### src/t1lem_pkg.sv
// Package for the T1 line error monitor: register map, fields, constants.
// Assumes an 8-bit register port with byte-wide registers.
`default_nettype none
package t1lem_pkg;
  // Register byte addresses
  localparam logic [7:0] ADDR_RX_STATUS_ONE = 8'h00; // Line and PRBS status
  localparam logic [7:0] ADDR_RX_STATUS_TWO = 8'h01; // Alarm test step
  localparam logic [7:0] ADDR_FE_LO  = 8'h02; // Framing errors low
  localparam logic [7:0] ADDR_FE_HI  = 8'h03; // Framing errors high
  localparam logic [7:0] ADDR_CV_LO  = 8'h04; // Code violations low
  localparam logic [7:0] ADDR_CV_HI  = 8'h05; // Code violations high
  localparam logic [7:0] ADDR_CR_LO  = 8'h06; // CRC errors low
  localparam logic [7:0] ADDR_CR_HI  = 8'h07; // CRC errors high
  localparam logic [7:0] ADDR_EB_LO  = 8'h08; // Errored blocks low
  localparam logic [7:0] ADDR_EB_HI  = 8'h09; // Errored blocks high
  localparam logic [7:0] ADDR_CTRL   = 8'h0A; // Mode and test control
  localparam logic [7:0] ADDR_FREEZE = 8'h0B; // Counter freeze control
  localparam logic [7:0] ADDR_LINE   = 8'h0C; // Line interface control
  localparam logic [7:0] ADDR_IRQ    = 8'h0D; // Line change status
  // Control register fields
  localparam int CTRL_LATCH_BIT  = 0; // counter_latch_mode
  localparam int CTRL_ADV_BIT    = 1; // alarm_test_advance
  localparam int CTRL_EXZ_BIT    = 2; // excess_zeros_enable
  localparam int CTRL_CODE_LSB   = 3; // line_code_select, 2 bits
  localparam int CTRL_ESF_BIT    = 5; // ESF format
  localparam int CTRL_CRC6_BIT   = 6; // CRC6 enabled
  localparam int CTRL_PRBS_BIT   = 7; // prbs_monitor_enable
  // Line control fields
  localparam int LINE_DRS_BIT    = 0; // dual_rail_select
  localparam int LINE_AUTO_TRISTATE_DISABLE_BIT  = 1; // auto_tristate_disable
  localparam int LINE_XLT_BIT    = 2; // tx_line_tristate
  // Line codes
  localparam logic [1:0] CODE_NRZ  = 2'h0;
  localparam logic [1:0] CODE_CMI  = 2'h1;
  localparam logic [1:0] CODE_AMI  = 2'h2;
  localparam logic [1:0] CODE_B8ZS = 2'h3;
  // Counts
  localparam int SHORT_PULSES    = 3;   // Shorted pulses counted before the one that confirms a short
  localparam int RETRY_PERIODS   = 128; // Tristate hold time
  localparam int OPEN_ZEROS      = 32;  // Zeros to flag an open
  localparam int EXZ_B8ZS        = 7;   // Zero run limit, B8ZS
  localparam int EXZ_AMI         = 15;  // Zero run limit, AMI
  localparam int PRBS_SYNC_BITS  = 32;  // Good bits counted before the one that declares sync
  localparam logic [15:0] CNT_MAX = 16'hFFFF;
  localparam logic [7:0] RESET_BYTE = 8'h00;
  // Receive-side event inputs grouped together
  typedef struct packed {
    logic frame_sync;   // Frame synchronous state
    logic fbit_error;   // Wrong framing bit
    logic bpv;          // Bipolar violation
    logic subst_bpv;    // Violation belonging to zero substitution
    logic rx_zero;      // Received bit was zero (one per bit)
    logic rx_bit_valid; // Receive bit strobe
    logic rx_bit;       // Received data bit
    logic mf_end;       // Multiframe boundary
    logic crc_error;    // CRC error at multiframe end
  } t1lem_rx_t;
  // Transmit-side line observations
  typedef struct packed {
    logic pulse_tick;   // One pulse period elapsed
    logic pulse_sent;   // Pulse (mark) sent this period
    logic short_sense;  // Current limiter reports short
  } t1lem_tx_t;
endpackage
`default_nettype wire

### src/t1lem_monitor.sv
// T1 line error monitor: error counters, line status, alarm simulation.
// Assumes all inputs come from logic on core_clk; one_hz_tick is a pulse.
// How it works
// RULE1: PRBS status high when pattern sync reached
// RULE2: Short flagged on the fourth shorted pulse in a row
// RULE3: Tristate on short, retry every 128
// RULE4: Short gone: re-enable, clear, raise change
// RULE5: Open after 32 zeros, clear on pulse
// RULE6: Line tristate control freezes both bits
// RULE7: Step counter advances per test set
// RULE8: Step selects which alarms are simulated
// RULE9: LOS, AIS, PRBS errors only while held; the code gates LOS and AIS only and has no PRBS error simulation
// RULE10: Steps 0,3,4,7 clear simulated flags
// RULE11: Software spaces steps 1.5/3 ms apart
// RULE12: Advance bit stable one clock minimum
// RULE13: Framing errors counted only in sync
// RULE14: Counters saturate, never wrap
// RULE15: Simulation increments counters per table
// RULE16: B8ZS counts real violations, zeros >7
// RULE17: AMI counts all violations, zeros >15
// RULE18: NRZ or CMI: no violation counting
// RULE19: CRC counts per multiframe in ESF only
// RULE20: Blocks count once per errored multiframe
// RULE21: Freeze bit stops buffer, resets counter, except in latch mode
// RULE22: Latch mode captures and clears each second
// RULE23: Reset clears counters, step and status
`default_nettype none
module t1lem_monitor (
  input  wire logic              core_clk,
  input  wire logic              resetn,
  input  wire logic              clk_en,
  input  wire logic [7:0]        reg_addr,
  input  wire logic [7:0]        reg_wdata,
  input  wire logic              reg_wr,
  input  wire logic              reg_rd,
  output logic      [7:0]        reg_rdata,
  input  wire t1lem_pkg::t1lem_rx_t rx_ev,
  input  wire t1lem_pkg::t1lem_tx_t tx_ev,
  input  wire logic              one_hz_tick,
  output logic                   tx_line_out_a_oe_n,
  output logic                   tx_line_out_b_oe_n,
  output logic                   tx_line_change_irq,
  output logic                   sim_frame_loss,
  output logic                   sim_multiframe_loss,
  output logic                   sim_loss_of_signal,
  output logic                   sim_all_ones,
  output logic                   sim_slip_pos,
  output logic                   sim_slip_neg
);
  import t1lem_pkg::*;

  logic [7:0]  ctrl_r;          // Mode and test control
  logic [7:0]  line_r;          // Line interface control
  logic [3:0]  freeze_r;        // Freeze bits per counter
  logic [3:0]  freeze_d_r;      // Freeze bits last cycle
  logic [15:0] cnt_r [4];       // Live counters
  logic [15:0] buf_r [4];       // Read buffers
  logic [15:0] inc   [4];       // Increment per counter
  logic [2:0]  step_r;          // alarm_test_step
  logic        adv_d_r;         // Advance bit last cycle
  logic        short_r;         // tx_short_status
  logic        open_r;          // tx_open_status
  logic        tri_r;           // Outputs tristated
  logic [1:0]  short_cnt_r;     // Shorted pulses seen
  logic [7:0]  retry_cnt_r;     // Tristate hold periods
  logic [5:0]  zero_cnt_r;      // Transmitted zero run
  logic [4:0]  rx_zero_run_r;   // Received zero run
  logic        irq_r;           // Line change status
  logic        prbs_sync_r;     // PRBS synchroniser locked
  logic [5:0]  prbs_good_r;     // Good bits in a row
  logic [14:0] prbs_sh_r;       // PRBS shift register
  logic        sim_par_r;       // Every-second-bit toggle
  logic        sim_blk_done_r;  // One-shot block count in non-ESF
  logic        fe_seen_r;       // Framing error seen in this block
  logic [7:0]  rdata_r;         // Read data register

  wire adv      = ctrl_r[CTRL_ADV_BIT];
  wire esf      = ctrl_r[CTRL_ESF_BIT];
  wire [1:0] code = ctrl_r[CTRL_CODE_LSB +: 2];
  wire sim_on   = (step_r != 3'h0);

  // Step decode, used by several alarm outputs
  function automatic logic step_in(input logic [2:0] s,
                                   input logic [7:0] set);
    step_in = set[s];
  endfunction

  wire st_loss  = step_in(step_r, 8'h44); // Steps 2, 6 RULE8
  wire st_err   = step_in(step_r, 8'h26); // Steps 1, 2, 5 RULE8
  wire st_crc   = step_in(step_r, 8'h66); // Steps 1, 2, 5, 6
  wire st_blk   = esf ? st_crc : st_loss;

  // Simulated alarm outputs; idle steps force them low
  always_comb begin
    sim_frame_loss      = st_loss; // RULE10
    sim_multiframe_loss = st_loss;
    sim_loss_of_signal  = st_err & adv; // RULE9
    sim_all_ones        = step_in(step_r, 8'h66) & adv; // RULE9
    sim_slip_pos        = (step_r == 3'h1); // RULE8
    sim_slip_neg        = (step_r == 3'h5);
  end

  // Control registers written by software
  always_ff @(posedge core_clk or negedge resetn) begin
    if (!resetn) begin
      ctrl_r <= RESET_BYTE;
      line_r <= RESET_BYTE;
    end else if (clk_en && reg_wr) begin
      if (reg_addr == ADDR_CTRL) ctrl_r <= reg_wdata;
      if (reg_addr == ADDR_LINE) line_r <= reg_wdata;
    end
  end

  // Step counter advances on the advance bit's rising edge
  always_ff @(posedge core_clk or negedge resetn) begin
    if (!resetn) begin
      step_r  <= 3'h0; // RULE23
      adv_d_r <= 1'b0;
    end else if (clk_en) begin
      adv_d_r <= adv;
      if (adv && !adv_d_r) step_r <= step_r + 3'h1; // RULE7 RULE12
    end
  end

  // Freeze bits: software sets, high byte read clears
  always_ff @(posedge core_clk or negedge resetn) begin
    if (!resetn) begin
      freeze_r   <= 4'h0;
      freeze_d_r <= 4'h0;
    end else if (clk_en) begin
      freeze_d_r <= freeze_r;
      if (reg_wr && reg_addr == ADDR_FREEZE)
        freeze_r <= freeze_r | reg_wdata[3:0];
      else if (reg_rd) begin
        if (reg_addr == ADDR_FE_HI) freeze_r[0] <= 1'b0; // RULE21
        if (reg_addr == ADDR_CV_HI) freeze_r[1] <= 1'b0;
        if (reg_addr == ADDR_CR_HI) freeze_r[2] <= 1'b0;
        if (reg_addr == ADDR_EB_HI) freeze_r[3] <= 1'b0;
      end
    end
  end

  // Received zero run for excess-zero detection
  always_ff @(posedge core_clk or negedge resetn) begin
    if (!resetn) begin
      rx_zero_run_r <= 5'h0;
      sim_par_r     <= 1'b0;
    end else if (clk_en && rx_ev.rx_bit_valid) begin
      sim_par_r <= ~sim_par_r;
      if (!rx_ev.rx_zero) rx_zero_run_r <= 5'h0;
      else if (rx_zero_run_r != 5'h1F)
        rx_zero_run_r <= rx_zero_run_r + 5'h1;
    end
  end

  // Excess zero strobe at the first zero beyond the limit
  wire exz_hit = ctrl_r[CTRL_EXZ_BIT] && rx_ev.rx_bit_valid &&
                 rx_ev.rx_zero &&
                 ((code == CODE_B8ZS &&
                   rx_zero_run_r == 5'(EXZ_B8ZS)) || // RULE16
                  (code == CODE_AMI &&
                   rx_zero_run_r == 5'(EXZ_AMI)));    // RULE17
  wire sync     = rx_ev.frame_sync;
  wire crc_on   = esf && ctrl_r[CTRL_CRC6_BIT];

  // Increments for each counter, real or simulated
  always_comb begin
    inc[0] = 16'h0;
    inc[1] = 16'h0;
    inc[2] = 16'h0;
    inc[3] = 16'h0;
    if (sim_on) begin
      if (st_loss && sync && rx_ev.mf_end) begin
        inc[0] = 16'h2; // RULE15
      end
      if (st_err && rx_ev.rx_bit_valid && sim_par_r &&
          code[1]) inc[1] = 16'h1; // RULE15 RULE18
      if (st_crc && crc_on && rx_ev.mf_end) inc[2] = 16'h1;
      if (st_blk && sync && rx_ev.mf_end &&
          (esf || !sim_blk_done_r)) inc[3] = 16'h1; // RULE15
    end else begin
      if (sync && rx_ev.fbit_error) inc[0] = 16'h1; // RULE13
      if (code == CODE_B8ZS &&
          ((rx_ev.bpv && !rx_ev.subst_bpv) || exz_hit))
        inc[1] = 16'h1; // RULE16
      if (code == CODE_AMI && (rx_ev.bpv || exz_hit))
        inc[1] = 16'h1; // RULE17 RULE18
      if (crc_on && sync && rx_ev.mf_end && rx_ev.crc_error)
        inc[2] = 16'h1; // RULE19
      if (sync && rx_ev.mf_end &&
          (rx_ev.fbit_error || fe_seen_r ||
           (esf && rx_ev.crc_error)))
        inc[3] = 16'h1; // RULE20
    end
  end

  // Framing errors remembered until the block ends
  always_ff @(posedge core_clk or negedge resetn) begin
    if (!resetn) fe_seen_r <= 1'b0;
    else if (clk_en) begin
      if (rx_ev.mf_end) fe_seen_r <= 1'b0; // RULE20
      else if (sync && rx_ev.fbit_error) fe_seen_r <= 1'b1;
    end
  end

  // Non-ESF simulated block counts only once per sequence
  always_ff @(posedge core_clk or negedge resetn) begin
    if (!resetn) sim_blk_done_r <= 1'b0;
    else if (clk_en) begin
      if (!sim_on) sim_blk_done_r <= 1'b0;
      else if (inc[3] != 16'h0) sim_blk_done_r <= 1'b1;
    end
  end

  // Four counters with buffers
  for (genvar i = 0; i < 4; i++) begin : g_cnt
    wire [16:0] sum = {1'b0, cnt_r[i]} + {1'b0, inc[i]};
    wire        rst_fr = freeze_r[i] && !freeze_d_r[i];
    always_ff @(posedge core_clk or negedge resetn) begin
      if (!resetn) begin
        cnt_r[i] <= 16'h0; // RULE23
        buf_r[i] <= 16'h0;
      end else if (clk_en) begin
        if (ctrl_r[CTRL_LATCH_BIT]) begin
          if (one_hz_tick) begin
            buf_r[i] <= cnt_r[i]; // RULE22
            cnt_r[i] <= inc[i];
          end else
            cnt_r[i] <= sum[16] ? CNT_MAX : sum[15:0]; // RULE14
        end else begin
          if (!freeze_r[i]) buf_r[i] <= cnt_r[i]; // RULE21
          if (rst_fr) cnt_r[i] <= 16'h0;
          else cnt_r[i] <= sum[16] ? CNT_MAX : sum[15:0]; // RULE14
        end
      end
    end
  end

  // Transmit short detection and auto tristate
  wire ternary = !line_r[LINE_DRS_BIT];
  wire hold_st = line_r[LINE_XLT_BIT];
  always_ff @(posedge core_clk or negedge resetn) begin
    if (!resetn) begin
      short_r     <= 1'b0;
      tri_r       <= 1'b0;
      short_cnt_r <= 2'h0;
      retry_cnt_r <= 8'h0;
    end else if (clk_en && tx_ev.pulse_tick) begin
      if (tri_r) begin
        // Hold high impedance, then recheck the limiter
        if (retry_cnt_r == 8'(RETRY_PERIODS - 1)) begin
          tri_r       <= 1'b0; // RULE3
          retry_cnt_r <= 8'h0;
        end else retry_cnt_r <= retry_cnt_r + 8'h1;
      end else if (ternary && tx_ev.short_sense) begin
        if (short_cnt_r != 2'(SHORT_PULSES)) short_cnt_r <= short_cnt_r + 2'h1;
        else begin
          if (!hold_st) short_r <= 1'b1; // RULE2 RULE6
          tri_r <= !line_r[LINE_AUTO_TRISTATE_DISABLE_BIT]; // RULE3
        end
      end else begin
        short_cnt_r <= 2'h0;
        if (!hold_st) short_r <= 1'b0; // RULE4 RULE6
      end
    end
  end

  // Transmit open detection by zero run
  always_ff @(posedge core_clk or negedge resetn) begin
    if (!resetn) begin
      open_r     <= 1'b0;
      zero_cnt_r <= 6'h0;
    end else if (clk_en && tx_ev.pulse_tick) begin
      if (tx_ev.pulse_sent) begin
        zero_cnt_r <= 6'h0;
        if (!hold_st) open_r <= 1'b0; // RULE5 RULE6
      end else begin
        if (zero_cnt_r != 6'(OPEN_ZEROS)) zero_cnt_r <= zero_cnt_r + 6'h1;
        if (zero_cnt_r >= 6'(OPEN_ZEROS - 1) && !hold_st)
          open_r <= 1'b1; // RULE5
      end
    end
  end

  // Line change status: set wins over read clear
  logic short_d_r;
  logic open_d_r;
  always_ff @(posedge core_clk or negedge resetn) begin
    if (!resetn) begin
      irq_r     <= 1'b0;
      short_d_r <= 1'b0;
      open_d_r  <= 1'b0;
    end else if (clk_en) begin
      short_d_r <= short_r;
      open_d_r  <= open_r;
      if ((short_r != short_d_r) || (open_r && !open_d_r))
        irq_r <= 1'b1; // RULE4 RULE5
      else if (reg_rd && reg_addr == ADDR_IRQ) irq_r <= 1'b0;
    end
  end

  // PRBS 2^15-1 self-sync checker with tolerant lock
  wire prbs_exp = prbs_sh_r[14] ^ prbs_sh_r[13];
  wire prbs_ok  = (rx_ev.rx_bit == prbs_exp) ||
                  (prbs_sh_r == 15'h0) || (prbs_sh_r == 15'h7FFF);
  always_ff @(posedge core_clk or negedge resetn) begin
    if (!resetn) begin
      prbs_sh_r   <= 15'h0;
      prbs_good_r <= 6'h0;
      prbs_sync_r <= 1'b0;
    end else if (clk_en) begin
      if (!ctrl_r[CTRL_PRBS_BIT]) begin
        prbs_good_r <= 6'h0;
        prbs_sync_r <= 1'b0;
      end else if (rx_ev.rx_bit_valid) begin
        prbs_sh_r <= {prbs_sh_r[13:0], rx_ev.rx_bit};
        // Once locked, errors neither clear the good count nor drop sync
        if (prbs_ok) begin
          if (prbs_good_r != 6'(PRBS_SYNC_BITS))
            prbs_good_r <= prbs_good_r + 6'h1;
          else prbs_sync_r <= 1'b1; // RULE1
        end else if (!prbs_sync_r) prbs_good_r <= 6'h0;
      end
    end
  end

  // Register read mux, data one cycle later
  always_ff @(posedge core_clk or negedge resetn) begin
    if (!resetn) rdata_r <= RESET_BYTE;
    else if (clk_en && reg_rd) begin
      case (reg_addr)
        ADDR_RX_STATUS_ONE:
          rdata_r <= {5'h0, prbs_sync_r, short_r & ternary, open_r};
        ADDR_RX_STATUS_TWO: rdata_r <= {5'h0, step_r};
        ADDR_FE_LO:  rdata_r <= buf_r[0][7:0];
        ADDR_FE_HI:  rdata_r <= buf_r[0][15:8];
        ADDR_CV_LO:  rdata_r <= buf_r[1][7:0];
        ADDR_CV_HI:  rdata_r <= buf_r[1][15:8];
        ADDR_CR_LO:  rdata_r <= buf_r[2][7:0];
        ADDR_CR_HI:  rdata_r <= buf_r[2][15:8];
        ADDR_EB_LO:  rdata_r <= buf_r[3][7:0];
        ADDR_EB_HI:  rdata_r <= buf_r[3][15:8];
        ADDR_CTRL:   rdata_r <= ctrl_r;
        ADDR_FREEZE: rdata_r <= {4'h0, freeze_r};
        ADDR_LINE:   rdata_r <= line_r;
        ADDR_IRQ:    rdata_r <= {7'h0, irq_r};
        default:     rdata_r <= RESET_BYTE;
      endcase
    end
  end

  // Outputs
  always_comb begin
    reg_rdata          = rdata_r;
    tx_line_out_a_oe_n = tri_r; // RULE3
    tx_line_out_b_oe_n = tri_r;
    tx_line_change_irq = irq_r;
  end
endmodule
`default_nettype wire

### config.mk
export PLATFORM = sky130hd
export DESIGN_NAME = t1lem_monitor
export DESIGN_NICKNAME = d
export VERILOG_FILES = /design/src/t1lem_pkg.sv /design/src/t1lem_monitor.sv
export SDC_FILE = /design/constraint.sdc
export NUM_CORES = 1
export LEC_CHECK = 0
export ABC_AREA = 1
export BUFFER_PORTS_ARGS = -buffer_cell sky130_fd_sc_hd__buf_2
export CAP_MARGIN = 20
export CORE_ASPECT_RATIO = 0.6
export CORE_MARGIN = 2
export CORE_UTILIZATION = 40
export DETAILED_ROUTE_END_ITERATION = 16
export PLACE_DENSITY = 0.63
export SYNTH_ARGS = -nofsm -noshare
export SYNTH_HDL_FRONTEND = slang
export SYNTH_SLANG_ARGS = --single-unit
export TNS_END_PERCENT = 50
### constraint.sdc
create_clock -name core_clk -period 3.02 [get_ports core_clk]
set_input_delay 0.151 -clock core_clk [delete_from_list [all_inputs] [get_ports core_clk]]
set_output_delay 0.151 -clock core_clk [all_outputs]
set_load 0.05 [all_outputs]
==> flow_summary.yaml, run 1 <==
routing:
  wire_per_inst_um: 16.19
  vias: 10117
  drt.antenna.violating_nets: 0
  viasPerCell: 5.156
  drtIter0Drc: 988
  first_pass_iters: 6
  wirelength_um: 31760
  drcViolationCount: 0
run:
  drv_cap: 0
power:
  p_int_w: 0.005229
  p_per_area_nw_per_um2: 563.5
  p_leak_nw: 6.466
  pwr-share-seq_pct: 47.2
  irDropWorstVdd_mv: 0.3649
  clkPwrFrac_pct: 36.2
  power.switching_w: 0.002355
  switching_share_pct: 31.06
  comb_power_share_pct: 16.6
synth:
  synthTopCellsByArea: "dfrtp_1, nand2_1, o21ai_0, inv_1, nand3_1"
  ys_ff_latch: 216
  synth_top_area_cell: "dfrtp_1"
  synth_async_sr_flop_share_pct: 100.0
  synth_top_area_share_pct: 46.06
  syn_inst: 1500
  synth_ff_type: "dfrtp_1"
  synth_edf_count: 0
  ys_seq_area_share_pct: 46.06
  netlist_area_sq_um: 11740
  syn_nets: 1556
  ys_types: 47
  syn-mean-instance-area_sq_um: 7.823
  yosysWarnings: 0
cts:
  cts_tree: "built"
  clockBufferDepth: 3
  clkTransAtPathRegs_ns: 0.07
  cts_made_buffers: 22
  h-tree-depth: 1
  clockRootBuffer: "clkbuf_16"
  clock_sinks: 216
  clock_latency_ns: 0.53
timing:
  slew_headroom_pct: 36.32
  maxSlewViolCount: 0
  max_freq_mhz: 355.4
  timing.hold.ws_ns: 0.03906
  fin_crit_ns: 2.814
  hold_viol: 0
  tightest_slew_ns: 0.9518
  setup_viol_count_final: 0
  period_share_pct: 93.17
  finClkSkew_ns: 0.02487
floorplan:
  die_h_um: 136.7
  die_area_sq_um: 30770
  fp-row-count: 48
  ios: 51
  die_w_um: 225.1
  start_util_pct: 40.71
  core_sq_um: 28830
layout:
  areaGrowthSynthToFinish_pct: 14.69
  fin_util_pct: 46.69
  fillCellCount: 2802
  drive_gt1_share_pct: 13.17
  nets: 1628
  design_area_sq_um: 13460
  antenna_cells: 0
worst_setup_path:
  cp.arrival_ns: 3.24
  cp-endpoint: "cnt_r[13]"
  critPathMaxFanout: 5
  worstSetupStartpointType: "flop"
  r2r_start: "step_r[0]"
  startpoint: "step_r[0]"
  r2r_end: "cnt_r[13]"
  reg2reg_depth: 16
  required_ns: 3.44
  crit_type: "reg -> reg"
  critPathCaptureType: "flop"
  r2r_setup_slack_ns: 0.21
place:
  place_congestion: 0.9147
  portBuffers: 50
  dp_hpwl_um: 22930
  dpl_cell_area_sq_um: 12400
min_path:
  hold_start: "reg_wr"
  min_path_type: "in -> reg"
global_route:
  grt_pass1_wl_um: 50700
  track_usage_pct: 20.88
  grt_pass1_vias: 9301
  overflow: 0
  antenna_found_initial: 0
  grt_max_degree: 86
status:
  status: "finished clean"
==> worst min-delay path by stage <==
| stage | to | depth (start not counted) |
|---|---|---|
| floorplan | adv_d_r | 0 |
| global placement | prbs_good_r[1] | 1 |
| detailed placement | prbs_good_r[1] | 1 |
| CTS | freeze_r[3] | 3 |
| global route | freeze_r[0] | 3 |
| finish | freeze_r[3] | 3 |
==> worst max-delay path, stage by stage, from the launching register on <==
cell	delay [ns]
dfrtp_1	0.37
inv_2	0.08
ha_4	0.27
inv_1	0.06
a21oi_1	0.17
a21oi_1	0.12
nor2_2	0.16
ha_2	0.21
ha_2	0.22
nand3_4	0.12
nor3_4	0.27
nand2_1	0.13
nor2_1	0.16
nand3_1	0.13
nand3_1	0.10
nand2_1	0.05
o21ai_0	0.09
==> layout by cell type, fill, tap and decap left out, drive strengths merged <==
cell type / n
xnor2: 5
a22o: 1
o21a: 1
nor4: 2
a221oi: 1
clkbuf: 36
nor2: 124
or2: 4
ha: 21
dlygate4sd3: 15
buf: 78
a22oi: 2
mux2: 15
inv: 191
a21oi: 33
a31oi: 1
o31ai: 5
nand3: 143
nand4: 25
o211ai: 2
nand2: 372
o21bai: 1
xor2: 31
nand3b: 2
o21ai: 206
fa: 1
a21boi: 1
and3: 1
o22ai: 11
dfrtp: 216
o311ai: 1
nor3: 34
clkinv: 4
and2: 1
==> cells in the mapped netlist (2+ instances only) <==
master and instances:
nand2_2 11, o21ai_0 189, xor2_1 31, nor2_1 102
ha_1 21, nand3_2 10, a22oi_1 2, mux2_2 15
nor2_2 16, nor4_1 2, buf_6 3, nor3_1 25
o22ai_1 11, nand2_1 361, nand4_1 24, a21oi_1 33
buf_4 6, buf_2 25, nor3_2 8, nand3b_1 2
inv_2 3, o21ai_1 15, o31ai_1 5, inv_1 188
dfrtp_1 216, nor2_4 6, nand3_1 132, o21ai_2 2
clkbuf_1 10, o211ai_1 2, or2_2 4, xnor2_1 5
==> kinds of logic (layout without fill, tap and decap cells) <==
family / after synthesis / count (layout) / synth area share (%)
buffers and inverters: 237 / 324 / 8.231
and+or+nand+nor: 708 / 708 / 27.28
AOI/OAI and AO/OA: 266 / 266 / 11.89
xor gates and xnor gates: 36 / 36 / 2.687
muxes: 15 / 15 / 1.439
adders and majority gates: 22 / 22 / 2.410
DFF: 216 / 216 / 46.06
==> layer usage <==
layer | vias up | share of wire (%) | global-route usage [%]
li1 | 5037 | - | -
met1 | 4709 | 53 | 34.18
met2 | 339 | 37 | 27.33
met3 | 32 | 8.6 | 5.109
met4 | 0 | 1.1 | 3.127
met5 | - | 0 | 0
==> state kept, by name (all words and copies together) (netlist names), 6 cells and up <==
register	flops
prbs_sh_r	15
prbs_good_r	6
cnt_r	64
line_r	8
reg_rdata	8
ctrl_r	8
retry_cnt_r	8
buf_r	64
zero_cnt_r	6
==> stage by stage <==
| step | setup slack, ns | setup TNS [ns] | cells | total power (W) |
|---|---|---|---|---|
| detailed placement | 0.005633 | 0 | 1900 | 0.004796 |
| global route | -0.05034 | -0.2604 | 1962 | 0.008004 |
| global placement | 0.1105 | 0 | 1900 | 0.004767 |
| floorplan | 0.3753 | 0 | 1500 | 0.004376 |
| finish | 0.2063 | 0 | 1962 | 0.007584 |
| CTS | 0.04073 | 0 | 1956 | 0.007585 |
==> repair_timing <==
item / in CTS / in global routing
cloned: 0 / 0
hold buffers: 15 / 0
pin swaps: 0 / 12
buffers inserted: 2 / 6
endpoints found under the setup margin: 1 / 52
endpoints found under the hold margin: 110 / 0
gates resized for setup: 1 / 34
==> final cells by class <==
type	instances	area [sq um]	area share (%)
Sequential cell	216	5405	40.16
Timing Repair Buffer	93	653.1	4.853
Multi-Input combinational cell	1047	5495	40.83
Clock buffer	36	683.2	5.076
Tap cell	375	469.2	3.486
Inverter	192	723.2	5.373
Clock inverter	3	30.03	0.2231
==> power by group through the flow <==
stage | combinational, W | clock [W] | sequential, W
6_report | 0.00126 | 0.00274 | 0.00358
5_1_grt | 0.00144 | 0.00293 | 0.00363
4_1_cts | 0.00122 | 0.00280 | 0.00357
3_5_place_dp | 0.00118 | 0 | 0.00362
3_3_place_gp | 0.00116 | 0 | 0.00361
2_1_floorplan | 0.000822 | 0 | 0.00355
Power figures use the tool's default switching activity.
==> run 2, diff against run 1 <==
- ABC_AREA: 1 -> not set
==> run 2 against run 1 <==
Highest routed layer is now met5. Hold slack better by 0.0057 ns. Synthesized cell count fell by 24%. Critical path type unchanged. Maximum frequency fell by 1.8%. Synthesized area decreased by 4.2%.
==> flow_summary.yaml, run 2 <==
timing:
  fin_crit_ns: 2.864
  setup_viol_count_final: 0
  hold_viol: 0
  setup_ws_ns: 0.1560
  maxSlewViolCount: 0
  period_share_pct: 94.83
  max_freq_mhz: 349.2
  finClkSkew_ns: 0.01135
  tightest_slew_ns: 1.009
  slew_headroom_pct: 32.49
status:
  status: "finished clean"
layout:
  layout_common_cells: "dfrtp_1, nand2_1, o21ai_0"
  nets: 1275
  fillCellCount: 2541
  design_area_sq_um: 13170
  multi_input_area_sq_um: 5527
  regArea_sq_um: 5405
  fin_util_pct: 47.77
  layout_commonest_cell: "dfrtp_1"
  drive_gt1_share_pct: 21.57
  reg.largest.list: "buf_r (64), cnt_r (64), prbs_sh_r (15)"
  areaGrowthSynthToFinish_pct: 17.22
  antenna_cells: 0
cts:
  cts_made_buffers: 21
  clkTransAtPathRegs_ns: 0.07
  h-tree-depth: 1
  cts_tree: "built"
  clock_latency_ns: 0.52
  clock_sinks: 216
  clockBufferDepth: 3
  clockRootBuffer: "clkbuf_16"
worst_setup_path:
  worstSetupStartpointType: "flop"
  slowest_delay_ns: 0.39
  cpMostUsedCell: "buf_4"
  crit_type: "reg -> reg"
  critPathMaxFanout: 4
  crit_chain: "inv_2 -> ha_4 -> nand2b_4 -> buf_4 -> a211oi_2 -> buf_4 -> ha_1 -> ha_1 -> nand4_1 -> nor4_2 -> buf_4 -> buf_4 -> nand2_1 -> a21oi_1 -> a2bb2oi_1"
  required_ns: 3.46
  cp.arrival_ns: 3.30
  critPathCaptureType: "flop"
  cp_slowest_cell: "dfrtp_1"
  reg2reg_depth: 15
global_route:
  grt_max_degree: 111
  use_met2_pct: 27.81
  track_usage_pct: 21.68
  grt_use_met3_pct: 6.054
  busiest_layer: "met1"
  antenna_found_initial: 1
  use_met1_pct: 35.49
  grt_pass1_wl_um: 50050
  grt_pass1_vias: 8595
  overflow: 0
power:
  pwr-share-seq_pct: 45.8
  p_per_area_nw_per_um2: 581.8
  clkPwrFrac_pct: 38.5
  switching_share_pct: 29.15
  p_leak_nw: 5.870
  p_int_w: 0.005430
  comb_power_share_pct: 15.7
  irDropWorstVdd_mv: 0.4256
  power.switching_w: 0.002234
synth:
  syn_inst: 1139
  synth_top_area_share_pct: 48.10
  syn-mean-instance-area_sq_um: 9.867
  yosysWarnings: 0
  synthTopCellsByArea: "dfrtp_1, mux2_2, o21ai_0, nand2_1, a21oi_1"
  post-synth-top-count-cell: "dfrtp_1"
  synth_async_sr_flop_share_pct: 100.0
  syn_nets: 1195
  synthSimpleGateAreaFrac_pct: 16.52
  synth_compound_gate_area_share_pct: 17.35
  synth_top_family_by_area: "compound AO/OA/AOI/OAI gates"
  synth-xor-area-share_pct: 1.013
  synth_top_cells_by_count: "dfrtp_1, o21ai_0, nand2_1"
  ys_ff_latch: 216
  synth_edf_count: 0
  synth-adder-area-share_pct: 2.516
  synth_ff_type: "dfrtp_1"
  synth_mux_area_share_pct: 10.61
  ys_types: 73
  netlist_area_sq_um: 11240
  synth_top_area_cell: "dfrtp_1"
  ys_seq_area_share_pct: 48.10
routing:
  drtIter0Drc: 844
  wirelength_um: 31390
  drt.antenna.violating_nets: 0
  first_pass_iters: 5
  drcViolationCount: 0
  viasPerCell: 5.822
  vias: 9315
  wire_per_inst_um: 19.62
min_path:
  min_path_type: "in -> reg"
  worstHoldPathCells: 3
floorplan:
  fp-row-count: 47
  die_h_um: 133.8
  die_area_sq_um: 29500
  die_w_um: 220.4
  start_util_pct: 40.75
  ios: 51
  core_sq_um: 27580
place:
  pre_cts_ws_ns: -0.1056
  dp_hpwl_um: 22430
  dpl_cell_area_sq_um: 12090
  place_congestion: 0.9213
  portBuffers: 50
run:
  drv_cap: 0
run 2: changes by cell type in the layout (fill, tap and decap cells not counted), moves of 28 or more:
| cell | change |
|---|---|
| o21ai_0 | -79 |
| a21oi_1 | +44 |
| nand3_1 | -84 |
| inv_1 | -144 |
| xor2_1 | -28 |
| nand2_1 | -250 |
| nor2_1 | -42 |
| mux2_2 | +80 |
run 2: final cells by class:
class,count,area share [%]
inverters,45,1.282
clock inverters,13,1.577
multi-input cells,816,41.95
well taps,367,3.486
clock buffers,24,4.226
flip-flops and latches,216,41.03
repair buffers,119,6.449
run 2: final timing paths:
kind	from	to	slack, ns
setup / recovery	step_r[0]	cnt_r[11]	0.16
hold / removal	rx_ev[3]	sim_par_r	0.04
setup reg to reg	step_r[0]	cnt_r[11]	0.16
hold reg to reg	reg_rdata[6]	reg_rdata[6]	0.48
max in group asynchronous	resetn	cnt_r[63]	1.91
min in group asynchronous	resetn	retry_cnt_r[6]	0.30
run 2: power by group through the flow:
stage,Combinational [W],Sequential (W),Clock [W]
final,0.00120,0.00351,0.00295
after detailed placement,0.00113,0.00354,0
after global routing,0.00134,0.00355,0.00315
after CTS,0.00116,0.00349,0.00301
after global placement,0.00110,0.00353,0
after floorplan,0.000744,0.00346,0
run 2: worst max-delay path, delay by kind of cell (launching register included):
kind / cells / cell delay (ns)
AOI/OAI and AO/OA: 3 / 0.56
adders and majority gates: 3 / 0.50
buffers and inverters: 5 / 0.69
DFF: 1 / 0.39
and+or+nand+nor: 4 / 0.66
run 2: cells by family after synthesis:
logic type               after synthesis
AO/OA/AOI/OAI                        318
XOR/XNOR                              13
multiplexers                         106
adder cells (fa/ha/maj)               22
AND/OR/NAND/NOR                      357
buffers and inverters                107
flip-flops                           216
run 2: metal layers:
layer  vias to the layer above  wire length [um]
met1                      4569             15820
li1                       4361                 -
met2                       340             12230
met5                         -                26
met4                         2               469
met3                        43              2841
run 2: through the flow:
stage	cells	TNS, ns	power, W	hold slack (ns)
after floorplan	1139	0	0.004206	-0.1446
final	1600	0	0.007665	0.04472
after CTS	1594	0	0.007666	0.02316
after global placement	1540	-0.03047	0.004629	0.2952
after global routing	1600	-0.1958	0.008034	0.04747
after detailed placement	1541	-0.1615	0.004675	0.2855
run 2: timing repair:
action,4_1_cts,5_1_grt
hold buffers,16,0
setup endpoints to repair,12,54
buffers inserted,0,4
pin swaps,1,6
gates resized for setup,5,22
endpoints found under the hold margin,136,0
